`config.mk`:
```
export PLATFORM = sky130hd
export DESIGN_NAME = power_mode_clock_select
export DESIGN_NICKNAME = d
export VERILOG_FILES = /design/src/hdl/power_mode_pkg.sv /design/src/hdl/clock_source_switch.sv /design/src/hdl/power_mode_clock_select.sv
export SDC_FILE = /design/constraint.sdc
export NUM_CORES = 1
export LEC_CHECK = 0
export ABC_AREA = 1
export BUFFER_PORTS_ARGS = -buffer_cell sky130_fd_sc_hd__buf_2
export CAP_MARGIN = 40
export CORE_MARGIN = 2
export CORE_UTILIZATION = 50
export DETAILED_ROUTE_END_ITERATION = 7
export PLACE_DENSITY = 0.88
export SLEW_MARGIN = 5
export SYNTH_ARGS = -nofsm -noshare
export SYNTH_HDL_FRONTEND = slang
export SYNTH_SLANG_ARGS = --single-unit
```
`constraint.sdc`:
```
create_clock -name clk -period 4.36 [get_ports clk]
set_clock_uncertainty 0.15 [all_clocks]
set_input_delay 0.654 -clock clk [delete_from_list [all_inputs] [get_ports clk]]
set_output_delay 0.654 -clock clk [all_outputs]
set_load 0.03 [all_outputs]
```
`src/hdl/power_mode_pkg.sv`:
```
// Constants, types and decode function shared by the power mode and clock select logic.
package power_mode_pkg;

  // Oscillator control register layout.
  localparam int            CTRL_WIDTH       = 8;
  localparam int            IDLE_SELECT_BIT  = 7;
  localparam int            SOURCE_FIELD_LSB = 0;
  localparam int            SOURCE_FIELD_W   = 2;
  localparam logic [7:0]    CTRL_RESET       = 8'h00;
  localparam logic [7:0]    CTRL_WRITE_MASK  = 8'h83;

  // Source select field encodings.
  localparam logic [1:0]    FIELD_PRIMARY    = 2'h0;
  localparam logic [1:0]    FIELD_SECONDARY  = 2'h1;

  // Active clock source codes; NONE is used only while asleep.
  localparam logic [1:0]    SRC_PRIMARY      = 2'h0;
  localparam logic [1:0]    SRC_SECONDARY    = 2'h1;
  localparam logic [1:0]    SRC_INTERNAL     = 2'h2;
  localparam logic [1:0]    SRC_NONE         = 2'h3;

  // Primary oscillator configuration width and reset value.
  localparam int            PRI_CFG_WIDTH    = 4;
  localparam logic [3:0]    PRI_CFG_RESET    = 4'h0;

  // Clock transition settle time at the 25 MHz system clock.
  localparam int            CLK_PERIOD_NS    = 40;
  localparam int            TRANSITION_NS    = 80;
  localparam int            TRANSITION_CYC   = (TRANSITION_NS + CLK_PERIOD_NS - 1) / CLK_PERIOD_NS;
  localparam int            COUNT_WIDTH      = 8;

  typedef enum logic [6:0]
  {
    SLEEP_MODE             = 7'h01,
    PRIMARY_RUN_MODE       = 7'h02,
    SECONDARY_RUN_MODE     = 7'h04,
    INTERNAL_OSC_RUN_MODE  = 7'h08,
    PRIMARY_IDLE_MODE      = 7'h10,
    SECONDARY_IDLE_MODE    = 7'h20,
    INTERNAL_OSC_IDLE_MODE = 7'h40
  } mode_type;

  // Maps the two-bit field onto a source code; 1x selects the internal block.
  function automatic logic [1:0] field_to_source(input logic [1:0] field);
    if (field[1])
      field_to_source = SRC_INTERNAL;
    else if (field == FIELD_SECONDARY)
      field_to_source = SRC_SECONDARY;
    else
      field_to_source = SRC_PRIMARY;
  endfunction

endpackage

```
`src/hdl/clock_source_switch.sv`:
```
// Clock source switcher that waits for a running source and a settle time.
`timescale 1ns/10ps
`default_nettype none
module clock_source_switch
  import power_mode_pkg::*;
#(
  parameter int SETTLE_CYCLES = TRANSITION_CYC
)
(
  input  wire logic       clk,
  input  wire logic       rst,
  input  wire logic [1:0] requested_source,
  input  wire logic [2:0] source_ready,
  output logic      [1:0] active_source_q,
  output logic            switching_q
);

  localparam logic [COUNT_WIDTH-1:0] SETTLE_LAST = COUNT_WIDTH'(SETTLE_CYCLES - 1);

  logic [COUNT_WIDTH-1:0] settle_count_q;
  logic [1:0]             target_q;
  logic                   want_switch;

  // A source that is not running is never switched to; the old one keeps the clock.
  assign want_switch = (requested_source != active_source_q) && source_ready[requested_source];

  always_ff @(posedge clk or posedge rst)
  begin
    if (rst)
    begin
      switching_q     <= 1'b0;
      settle_count_q  <= '0;
      target_q        <= SRC_PRIMARY;
      active_source_q <= SRC_PRIMARY;
    end
    else if (!want_switch)
    begin
      switching_q    <= 1'b0;
      settle_count_q <= '0;
    end
    else if (!switching_q || target_q != requested_source)
    begin
      // A new request restarts the settle time so no half-settled source is used.
      switching_q    <= 1'b1;
      target_q       <= requested_source;
      settle_count_q <= '0;
    end
    else if (settle_count_q == SETTLE_LAST)
    begin
      active_source_q <= target_q; // RULE8
      switching_q     <= 1'b0;
      settle_count_q  <= '0;
    end
    else
      settle_count_q <= settle_count_q + COUNT_WIDTH'(1);
  end

endmodule
`default_nettype wire

```
`src/hdl/power_mode_clock_select.sv`:
```
// Power-managed operating mode controller with clock source selection.
//
// What this block does
// RULE1 - The block is always in exactly one of seven modes: sleep, three run modes and three idle modes.
// RULE2 - In sleep both CPU and peripheral clocks are gated and no clock source is selected.
// RULE3 - Run and idle modes can use the primary, the secondary or the internal oscillator block.
// RULE4 - The control register holds the idle select in bit 7 and the source select field in bits 1:0.
// RULE5 - The source field decodes 00 as primary, 01 as secondary and 1x as the internal block.
// RULE6 - The primary source is the one named by the four-bit primary configuration, held fixed after reset.
// RULE7 - Selecting the internal block enables its main oscillator, postscaler and low-frequency oscillator.
// RULE8 - A change of the source field switches the clock to the new source once that source runs and settles.
// RULE9 - Only a sleep instruction moves the block from a run mode into an idle or sleep mode.
// RULE10 - The idle select value held when the sleep instruction executes picks idle or sleep.
// RULE11 - With idle select at 0 a sleep instruction enters sleep with all clocks stopped.
// RULE12 - With idle select at 1 a sleep instruction gates the CPU while peripherals keep their source.
// RULE13 - Outside sleep instructions the block runs with CPU and peripherals clocked; field 00 is full power.
// RULE14 - Software may change only the field, or change the idle bit and issue sleep, or just issue sleep, to change mode.
// RULE15 - A wake event returns to the run mode of the current source field and restarts the CPU clock.
`timescale 1ns/10ps
`default_nettype none
module power_mode_clock_select
  import power_mode_pkg::*;
#(
  parameter int SETTLE_CYCLES = TRANSITION_CYC
)
(
  input  wire logic                     clk,
  input  wire logic                     rst,
  input  wire logic                     ctrl_write,
  input  wire logic [CTRL_WIDTH-1:0]    ctrl_write_data,
  input  wire logic                     sleep_exec,
  input  wire logic                     wake_event,
  input  wire logic [PRI_CFG_WIDTH-1:0] primary_osc_config,
  input  wire logic [2:0]               source_ready,
  output logic      [CTRL_WIDTH-1:0]    oscillator_control_reg,
  output mode_type                      mode_q,
  output logic                          cpu_clk_en_q,
  output logic                          periph_clk_en_q,
  output logic      [1:0]               clock_source_q,
  output logic                          internal_block_en_q,
  output logic      [PRI_CFG_WIDTH-1:0] primary_osc_config_q,
  output logic                          switching_q
);

  logic                 cpu_idle_select;
  logic [1:0]           clock_source_select;
  logic [1:0]           requested_source;
  logic [1:0]           active_source;
  logic                 cfg_loaded_q;
  logic                 asleep;
  logic                 in_run;
  mode_type             mode_d;

  assign cpu_idle_select     = oscillator_control_reg[IDLE_SELECT_BIT];                   // RULE4
  assign clock_source_select = oscillator_control_reg[SOURCE_FIELD_LSB +: SOURCE_FIELD_W]; // RULE4
  assign requested_source    = field_to_source(clock_source_select);                      // RULE5

  // Unimplemented bits are masked so they always read as zero.
  always_ff @(posedge clk or posedge rst)
  begin
    if (rst)
      oscillator_control_reg <= CTRL_RESET;
    else if (ctrl_write)
      oscillator_control_reg <= ctrl_write_data & CTRL_WRITE_MASK; // RULE4
  end

  // The configuration is a strap, so it is caught by the first clock after reset release.
  always_ff @(posedge clk or posedge rst)
  begin
    if (rst)
    begin
      cfg_loaded_q         <= 1'b0;
      primary_osc_config_q <= PRI_CFG_RESET;
    end
    else if (!cfg_loaded_q)
    begin
      cfg_loaded_q         <= 1'b1;
      primary_osc_config_q <= primary_osc_config; // RULE6
    end
  end

  clock_source_switch #(
    .SETTLE_CYCLES    (SETTLE_CYCLES)
  ) u_switch (
    .clk              (clk),
    .rst              (rst),
    .requested_source (requested_source),
    .source_ready     (source_ready),
    .active_source_q  (active_source),
    .switching_q      (switching_q)
  );

  assign asleep = (mode_q == SLEEP_MODE);
  assign in_run = (mode_q == PRIMARY_RUN_MODE) || (mode_q == SECONDARY_RUN_MODE)
                  || (mode_q == INTERNAL_OSC_RUN_MODE);

  // Run mode code for a clock source; two branches of the mode logic share it.
  function automatic mode_type run_mode_of(input logic [1:0] src);
    case (src)
      SRC_SECONDARY: run_mode_of = SECONDARY_RUN_MODE;
      SRC_INTERNAL:  run_mode_of = INTERNAL_OSC_RUN_MODE;
      default:       run_mode_of = PRIMARY_RUN_MODE;
    endcase
  endfunction

  function automatic mode_type idle_mode_of(input logic [1:0] src);
    case (src)
      SRC_SECONDARY: idle_mode_of = SECONDARY_IDLE_MODE;
      SRC_INTERNAL:  idle_mode_of = INTERNAL_OSC_IDLE_MODE;
      default:       idle_mode_of = PRIMARY_IDLE_MODE;
    endcase
  endfunction

  // Run and idle modes are named from the source that really drives the clock, except on wake, which names the run mode from the field.
  always_comb
  begin
    mode_d = mode_q;
    if (in_run)
    begin
      if (sleep_exec && !cpu_idle_select)          // RULE9 RULE10
        mode_d = SLEEP_MODE;                       // RULE11
      else if (sleep_exec)
        mode_d = idle_mode_of(active_source);      // RULE12
      else
        mode_d = run_mode_of(active_source);       // RULE3 RULE13
    end
    else if (wake_event)
    begin
      // Waking uses the current field; the switcher still moves the clock if it differs.
      mode_d = run_mode_of(requested_source);      // RULE15
    end
    else if (!asleep)
    begin
      // Idle follows the active source, so a switch that finishes while idle is shown.
      mode_d = idle_mode_of(active_source);        // RULE12
    end
  end

  always_ff @(posedge clk or posedge rst)
  begin
    if (rst)
      mode_q <= PRIMARY_RUN_MODE;
    else
      mode_q <= mode_d; // RULE1
  end

  // Gating outputs are computed from the next mode so they change in step with mode_q.
  always_ff @(posedge clk or posedge rst)
  begin
    if (rst)
    begin
      cpu_clk_en_q        <= 1'b1;
      periph_clk_en_q     <= 1'b1;
      clock_source_q      <= SRC_PRIMARY;
      internal_block_en_q <= 1'b0;
    end
    else if (mode_d == SLEEP_MODE)
    begin
      cpu_clk_en_q        <= 1'b0; // RULE2
      periph_clk_en_q     <= 1'b0; // RULE2
      clock_source_q      <= SRC_NONE;
      internal_block_en_q <= 1'b0;
    end
    else
    begin
      cpu_clk_en_q        <= (mode_d == PRIMARY_RUN_MODE) || (mode_d == SECONDARY_RUN_MODE)
                             || (mode_d == INTERNAL_OSC_RUN_MODE); // RULE13 RULE15
      periph_clk_en_q     <= 1'b1;
      clock_source_q      <= active_source;
      internal_block_en_q <= (active_source == SRC_INTERNAL); // RULE7
    end
  end

  localparam int SWITCH_MAX = 12;
endmodule
`default_nettype wire

```
## Yosys cells after proc, flatten, opt, wreduce, memory -nomap -nowiden

Index checks and enable logic that the tools add are counted.
Widths: inputs -> output; s select.

| word-level totals | value |
|---|---|
| register bits after elaboration | 33 |
| bits of input ports | 20 |
| output and inout bits | 25 |
| logic and storage cells | 65 |

| operators by class | value |
|---|---|
| add/subtract/negate cells | 1 |
| magnitude comparators | 1 |
| eq/ne operators | 17 |
| multiplexer cells | 22 |
| bitwise logic cells | 1 |
| reduce and logical (&&, ||, !) cells | 11 |

Operators by type and width:

| cell | count |
|---|---|
| $mux 7 | 5 |
| $mux 8 | 3 |
| $pmux 4 s2 | 2 |
| $eq 7x1->1 const B | 2 |
| $eq 7x2->1 const B | 2 |
| $eq 7x3->1 const B | 2 |
| $eq 7x4->1 const B | 2 |
| $pmux 7 s2 | 1 |
| $add 8x1->8 const B | 1 |
| $eq 8x1->1 const B | 1 |
| $mux 1 | 8 |
| $eq 2x1->1 const B | 3 |
| $logic_or 1x1->1 | 5 |
| $eq 2x2->1 const B | 2 |
| $mux 2 | 2 |
| $ne 2x2->1 | 2 |
| $lt 2x3->1 const B | 1 |
| $ne 3x3->1 const B | 1 |
| $reduce_and 3->1 | 1 |
| $bmux 1 s2 | 1 |
| $logic_and 1x1->1 | 2 |
| $logic_not 1->1 | 2 |
| $reduce_and 2->1 | 1 |
| $not 1->1 | 1 |

## Logic depth before layout (Yosys ltp)

Gate-level depths: netlist of the first run.

| logic depth | value |
|---|---|
| depth in word-level cells | 11 |
| depth in mapped cells | 10 |

## Modules after synthesis

Synthesis of the first run repeated with hierarchy kept, for this count alone.

| second synthesis, totals | value |
|---|---|
| cell total of the unflattened synthesis | 215 |
| area, all modules | 1830.5 um^2 |

By module, submodules not included:

| module | instances | cells each | area each (um^2) |
|---|---|---|---|
| power_mode_clock_select | 1 | 111 | 993.5 |
| clock_source_switch | 1 | 104 | 837.1 |

## Worst setup path after synthesis of the first run

Ideal clock, no wire load.

| timing path | value |
|---|---|
| path kind | reg2reg |
| start | reg oscillator_control_reg[0] |
| end | reg u_switch.settle_count_q[4] |
| library setup time | 0.080 ns |
| arrival time | 1.395 ns |
| path slack | 2.736 ns |
| cell stages (with the launch flop) | 9 |
| path buffers | 0 |
| clock period less this slack | 1.624 ns |
| cells stage by stage | dfrtp_1 inv_1 nor2_2 nand2_1 a21oi_2 nand2_2 nor2_4 nand2_4 nor3b_2 |

| between the ends | value |
|---|---|
| word-level cells in the longest chain between the ends | 7 |

RTL lines:

| item | RTL line | text |
|---|---|---|
| start: declaration | power_mode_clock_select.sv:35 | `output logic [CTRL_WIDTH-1:0] oscillator_control_reg,` |
| start signal: assignment | power_mode_clock_select.sv:64 | `oscillator_control_reg <= ctrl_write_data & CTRL_WRITE_MASK;` |
| $eq 2x1->1 * | power_mode_pkg.sv:47 | `else if (field == FIELD_SECONDARY)` |
| $mux 1 * | power_mode_pkg.sv:47 |  |
| $mux 2 * | power_mode_pkg.sv:45 | `if (field[1])` |
| $bmux 1 s2 or $ne 2x2->1 (tied branches) | clock_source_switch.sv:25, clock_source_switch.sv:41 |  |
| $mux 1 (not written as such) or $logic_or 1x1->1 (tied branches) | clock_source_switch.sv:25, clock_source_switch.sv:41 |  |
| $logic_and 1x1->1 or $mux 8 (tied branches) | clock_source_switch.sv:25, clock_source_switch.sv:41 |  |
| $mux 8 * | clock_source_switch.sv:36 | `else if (!want_switch)` |
| end signal: assignment | clock_source_switch.sv:55 | `settle_count_q <= settle_count_q + COUNT_WIDTH'(1);` |
| end: declaration | clock_source_switch.sv:20 | `logic [COUNT_WIDTH-1:0] settle_count_q;` |

Mark *: on every way between the ends. The rest lies on a longest branch, timed or not. The select of a mux whose other input is x is not followed.
A chain may end at the register's enable or synchronous reset.

## Final worst setup path of the first run

| timing path | value |
|---|---|
| start | reg oscillator_control_reg[1] |
| end | out oscillator_control_reg[1] |

No word-level cell between the ends.

==> results of run 1 <==
stage by stage:
| step | worst slack (ps) | power [mW] |
|---|---|---|
| after global routing | 2333 | 0.7965 |
| after CTS | 2378 | 0.7546 |
| after detailed placement | 2653 | 0.5926 |
| final | 2402 | 0.7456 |
| after global placement | 2718 | 0.5841 |
| after floorplan | 2736 | 0.5419 |
metal layers:
layer	track usage (%)	share of wire [%]	routed length [um]
met4	5.471	0.82	23
met5	0	0	0
met1	20.11	45	1243
met2	29.47	50	1388
met3	4.969	4.9	136
placed cells by master, fill, tap and decap left out, drive strengths merged:
cell type / count
nand3b: 2
nor2: 26
o21ai: 7
clkinv: 2
clkinvlp: 1
xor2: 2
nor3b: 2
a31oi: 1
nand2: 48
xnor2: 3
clkbuf: 5
conb: 6
and3: 1
inv: 24
nand3: 13
and2: 1
dfrtp: 30
mux2: 5
buf: 35
dfstp: 3
nand4: 2
nor3: 5
ha: 5
a21oi: 2
worst reg2reg max path, cell delays in order (launching register included):
cell,delay [ps]
dfrtp_1,560
inv_2,110
nand2_2,110
nand2_2,60
a21oi_2,170
nand2_2,100
nor2_4,110
nand2_4,100
nor3b_2,180
power breakdown:
part	total, mW	internal (mW)	switching [mW]
Sequential	0.364	0.342	0.0218
Combinational	0.220	0.0659	0.155
Clock	0.161	0.0607	0.100
Total	0.746	0.469	0.277
final cells by class:
cell class | count | area, um2 | area share (%)
sequential | 33 | 829.5 | 43.08
multi-input combinational | 131 | 715.7 | 37.17
timing repair buffer | 35 | 177.7 | 9.227
inverter | 24 | 90.09 | 4.678
tap | 46 | 57.56 | 2.989
clock buffer | 5 | 37.54 | 1.949
clock inverter | 3 | 17.52 | 0.9097
cell families after synthesis:
kind of cell,after synthesis
and+or+nand+nor,100
DFF,33
buffers and inverters,31
AOI/OAI and AO/OA,10
adders and majority gates,5
xor gates and xnor gates,5
muxes,5
other,2
worst max path at each step:
stage	from	end	slack (ps)	cells after the start
final	oscillator_control_reg[1]$_DFFE_PP0P_	oscillator_control_reg[1]	2400	1
after global routing	oscillator_control_reg[1]$_DFFE_PP0P_	oscillator_control_reg[1]	2330	1
after CTS	oscillator_control_reg[1]$_DFFE_PP0P_	oscillator_control_reg[1]	2380	1
after detailed placement	oscillator_control_reg[1]$_DFFE_PP0P_	u_switch.settle_count_q[4]$_DFF_PP0_	2650	8
after global placement	source_ready[0]	u_switch.active_source_q[0]$_DFFE_PP0P_	2720	8
after floorplan	oscillator_control_reg[0]$_DFFE_PP0P_	u_switch.settle_count_q[4]$_DFF_PP0_	2740	8
==> run metrics, run 1 <==
Die Wd 61.91 um; CTS tree yes; min-delay worst type in -> async; fmax 0.5107 GHz; clock latency on the worst-skew pair 330 ps; max incr delay on CP 560 ps; multiplexer share of the synthesized area 3.358%; fin crit share 44.91%; Area Overhead vs Synth 14.85%; Avg Cell Area, Syn 8.778 um2; Final setup viols 0; Max IR drop VDD 198.6 uV; kind of critical path reg -> out; setup TNS 0 ps; Largest register FFs 8; GPL Wtd Cong 0.7700; fill count 286; CP arrival 1150 ps; CP Capture Type output port; critical path's top delay family flip-flops; clock-pin slew on the worst setup and hold paths 100 ps; RSZ-0062 raised after global routing no; Clock Tree Buf Depth 2; final hold vios 0; clk sinks 33; Final Util 58.63%; die height 61.91 um; peak fanout along the critical path 8; initial antenna violation count 0; Leak 1.014 nW; Compound-Gate Fraction of Synth Area 3.284%; port bufs 34; CTS resizes 0; Post-DP HPWL 2216 um; min Tclk post-route 1958 ps; core area 3284 um2; Congestion Overflow GR 0; Main synth FF type dfrtp_1; WL/cell 10.08 um; number of synthesized flops with an enable pin 0; synth unique cells 29; worst flop-to-flop path startpoint oscillator_control_reg[1]$_DFFE_PP0P_; Crit path buffers/inverters 1; top cells by count, synth nand2_1, dfrtp_1, nor2_1; diode count 0; DP Area 1871 um2; Worst Path Required 3560 ps; Final Max Tran Viols 0; sequential share of the synthesized area 49.48%; Synth Area in Simple Gates 28.36%; largest net degree at the start of global routing 34; largest family of logic cells by synthesized area simple AND/OR/NAND/NOR gates; status completed; reg-to-reg critical path endpoint u_switch.settle_count_q[4]$_DFF_PP0_; post-DR vias/cell 4.690; synthesized cell area 1677 um2; Setup crit start kind register; worst reg2reg setup slack 2650 ps; first-pass GRT wire length 4685 um; ranking of synthesized cells by area dfrtp_1, nand2_1, nor2_1; area share of fa/ha/maj cells after synthesis 3.731%; Via Count 1299; io pins 45; Yosys top cell area share 44.78%; vias in the first global route 1147; Largest Register u_switch.settle_count_q; Synth Register Bits 33; drt total wl 2792 um; TritonCTS buffer count 5; DIE AREA 3832 um2; worst-path cell chain buf_2; XOR/XNOR Fraction of Synth Area 2.612%; standard-cell rows 21; Non-Filler Instances 277; Post-synth ARST share 100.0%; CP max-delay cell dfrtp_1; All-Layer GR Usage 16.93%; count leader, synth nand2_1; placed cell count 269; Nets 255; Clk Tree Root Cell clkbuf_4; drt first pass iters 4; hold buffers post-CTS 0; Final ANT Viol Nets 0; Hold Slack 230.7 ps; Post-CTS Setup Repair Bufs 0; worst reg2reg path depth 8; H-tree depth 2; share of cells above drive strength 1 28.57%; # DRC 0; yosys warns 0; post-route cell area 1926 um2; max cap viols 0; largest registers u_switch.settle_count_q: 8 flops, mode_q: 7 flops, primary_osc_config_q: 4 flops; largest area contributor in the netlist dfrtp_1; P per Cell Area 387.2 nW/um2; initial cell density of the core 51.05%; Iter 0 DRT Violations 28; Cells after Synth 191
Note: power is estimated with default switching activity, not from simulation.
==> inputs of run 2 (changes only) <==
==> constraint.sdc (replaced) <==
create_clock -name clk -period 1.9 [get_ports clk]
set_clock_uncertainty 0.15 [all_clocks]
set_input_delay 0.285 -clock clk [delete_from_list [all_inputs] [get_ports clk]]
set_output_delay 0.285 -clock clk [all_outputs]
set_load 0.03 [all_outputs]
==> run metrics, run 2 (synthesized netlist as in run 1, its figures left out) <==
Int Power 1.345 mW (was 0.4688 mW); final hold vios 0 (unchanged); fmax 0.6033 GHz; clk sinks 33 (unchanged); Clock Tree Buf Depth 2 (unchanged); first-pass GRT wire length 4685 um (unchanged); worst flop-to-flop path startpoint oscillator_control_reg[1]$_DFFE_PP0P_ (unchanged); die height 61.91 um (unchanged); share of cells above drive strength 1 28.45% (was 28.57%); min Tclk post-route 1657 ps; Switching Share 32.02% (was 37.13%); standard-cell rows 21 (unchanged); vias in the first global route 1216 (was 1147); most frequent cells in the layout nand2_1, buf_2, dfrtp_1, nor2_1, inv_1 (unchanged); post-route cell area 1983 um2 (was 1926 um2); peak fanout along the critical path 8 (unchanged); fin crit share 87.23%; Post-CTS Setup Repair Bufs 0 (unchanged); CTS tree yes (unchanged); Congestion Overflow GR 0 (unchanged); Largest register FFs 8 (unchanged); Post-DP HPWL 2258 um (was 2216 um); CTS resizes 0 (unchanged); DP Area 1871 um2 (unchanged); Leak 1.042 nW (was 1.014 nW); Final Power 1.979 mW (was 0.7456 mW); Clk network pwr share 32.3% (was 21.6%); Final Util 60.38% (was 58.63%); critical path's top delay family simple AND/OR/NAND/NOR gates (was flip-flops); Setup crit start kind register (unchanged); Largest Register u_switch.settle_count_q (unchanged); worst-path cell chain inv_2, nand2_2, nand2_1, nand3_1, nand2_1, inv_2, nand4_1, nand2_1, o21ai_0 (was buf_2); Switch Pwr 0.6338 mW (was 0.2768 mW); Die Wd 61.91 um (unchanged); CP Capture Type register (was output port); Final setup viols 0 (unchanged); Sequential Area 829.5 um2 (unchanged); setup TNS 0 ps (unchanged); DIE AREA 3832 um2 (unchanged); Area Overhead vs Synth 18.28% (was 14.85%); P per Cell Area 998.0 nW/um2 (was 387.2 nW/um2); CP max-delay cell dfrtp_1 (unchanged); clock latency on the worst-skew pair 330 ps (about the same); Non-Filler Instances 278 (was 277); Via Count 1324 (was 1299); RSZ-0062 raised after global routing no (unchanged); placed cell count 269 (unchanged); most common cell after layout, fill and taps aside nand2_1 (unchanged); initial antenna violation count 0 (unchanged); max cap viols 0 (unchanged); # DRC 0 (unchanged); kind of critical path reg -> reg (was reg -> out); Seq pwr share 42.2% (was 48.8%); Max IR drop VDD 635.3 uV (was 198.6 uV); fill count 308 (was 286); Clk Tree Root Cell clkbuf_4 (unchanged); largest net degree at the start of global routing 34 (unchanged); H-tree depth 2 (unchanged); post-DR vias/cell 4.763 (was 4.690); max incr delay on CP 540 ps (was 560 ps); Iter 0 DRT Violations 29 (was 28); status completed (unchanged); All-Layer GR Usage 17.03% (was 16.93%); Final Max Tran Viols 0 (unchanged); min-delay worst type in -> reg (was in -> async); CP Launch Point oscillator_control_reg[1]$_DFFE_PP0P_ (unchanged); port bufs 34 (unchanged); core area 3284 um2 (unchanged); initial cell density of the core 51.05% (unchanged); clock-pin slew on the worst setup and hold paths 100 ps (about the same); TritonCTS buffer count 5 (unchanged); area of the multi-input gates 715.7 um2 (unchanged); combinational share of power 25.6% (was 29.6%); Worst Path Required 1970 ps (was 3560 ps); io pins 45 (unchanged); Final ANT Viol Nets 0 (unchanged); WL/cell 10.37 um (was 10.08 um); CP arrival 1730 ps (was 1150 ps); Crit path buffers/inverters 2 (was 1); hold_sp ctrl_write_data[1]; GPL Wtd Cong 0.7744 (was 0.7700); Nets 256 (was 255); largest registers u_switch.settle_count_q: 8 flops, mode_q: 7 flops, primary_osc_config_q: 4 flops (unchanged); diode count 0 (unchanged); drt first pass iters 4 (unchanged); hold buffers post-CTS 1 (was 0); drt total wl 2882 um (was 2792 um); most frequent cell on the critical path nand2_1
==> run 2: changes by cell type in the layout (fill, tap and decap cells not counted), sizes merged <==
| cell | change |
|---|---|
| dlygate4sd3 | +1 |
| clkinvlp | -1 |
| bufinv | +2 |
| clkinv | -1 |
==> run 2: worst paths after layout <==
check | endpoint | cells after the start | slack [ps]
max reg2reg | u_switch.active_source_q[1]$_DFFE_PP0P_ | 9 | 240
min | oscillator_control_reg[1]$_DFFE_PP0P_ | 3 | 10
max | u_switch.active_source_q[1]$_DFFE_PP0P_ | 9 | 240
min in group asynchronous | u_switch.settle_count_q[6]$_DFF_PP0_ | 4 | 430
min reg2reg | u_switch.settle_count_q[0]$_DFF_PP0_ | 1 | 360
max in group asynchronous | cpu_clk_en_q$_DFF_PP1_ | 4 | 830
==> run 2: worst reg2reg max path: stages (launching register included) <==
cell and delay, ps:
dfrtp_1 540, inv_2 110, nand2_2 110, nand2_1 50, nand3_1 80, nand2_1 90, inv_2 100, nand4_1 150
nand2_1 100, o21ai_0 70
==> run 2: power groups by stage <==
| stage | combinational, mW | sequential (mW) | clock, mW |
|---|---|---|---|
| after detailed placement | 0.505 | 0.850 | 0 |
| after CTS | 0.508 | 0.837 | 0.654 |
| after floorplan | 0.288 | 0.956 | 0 |
| after global routing | 0.570 | 0.848 | 0.677 |
| final | 0.506 | 0.835 | 0.638 |
| after global placement | 0.494 | 0.846 | 0 |
==> run 2: through the flow <==
stage	hold slack (ps)	setup slack, ps
CTS	11.33	218.4
global placement	231.7	288.6
floorplan	242.4	275.5
global route	12.63	107.5
finish	14.97	242.6
detailed placement	233.1	233.0
==> run 2: routing by layer <==
metal  routed length [um]  track usage (%)
met3                  162            6.004
met5                    0                0
met4                   51            6.687
met1                 1261            17.76
met2                 1407            31.13
==> run 2: cell type report <==
class | instances | area share [%]
Clock inverter | 3 | 3.281
Timing Repair Buffer | 36 | 9.464
Sequential cell | 33 | 41.83
Multi-Input combinational cell | 131 | 36.09
Inverter | 24 | 4.543
Tap cell | 46 | 2.902
Clock buffer | 5 | 1.893
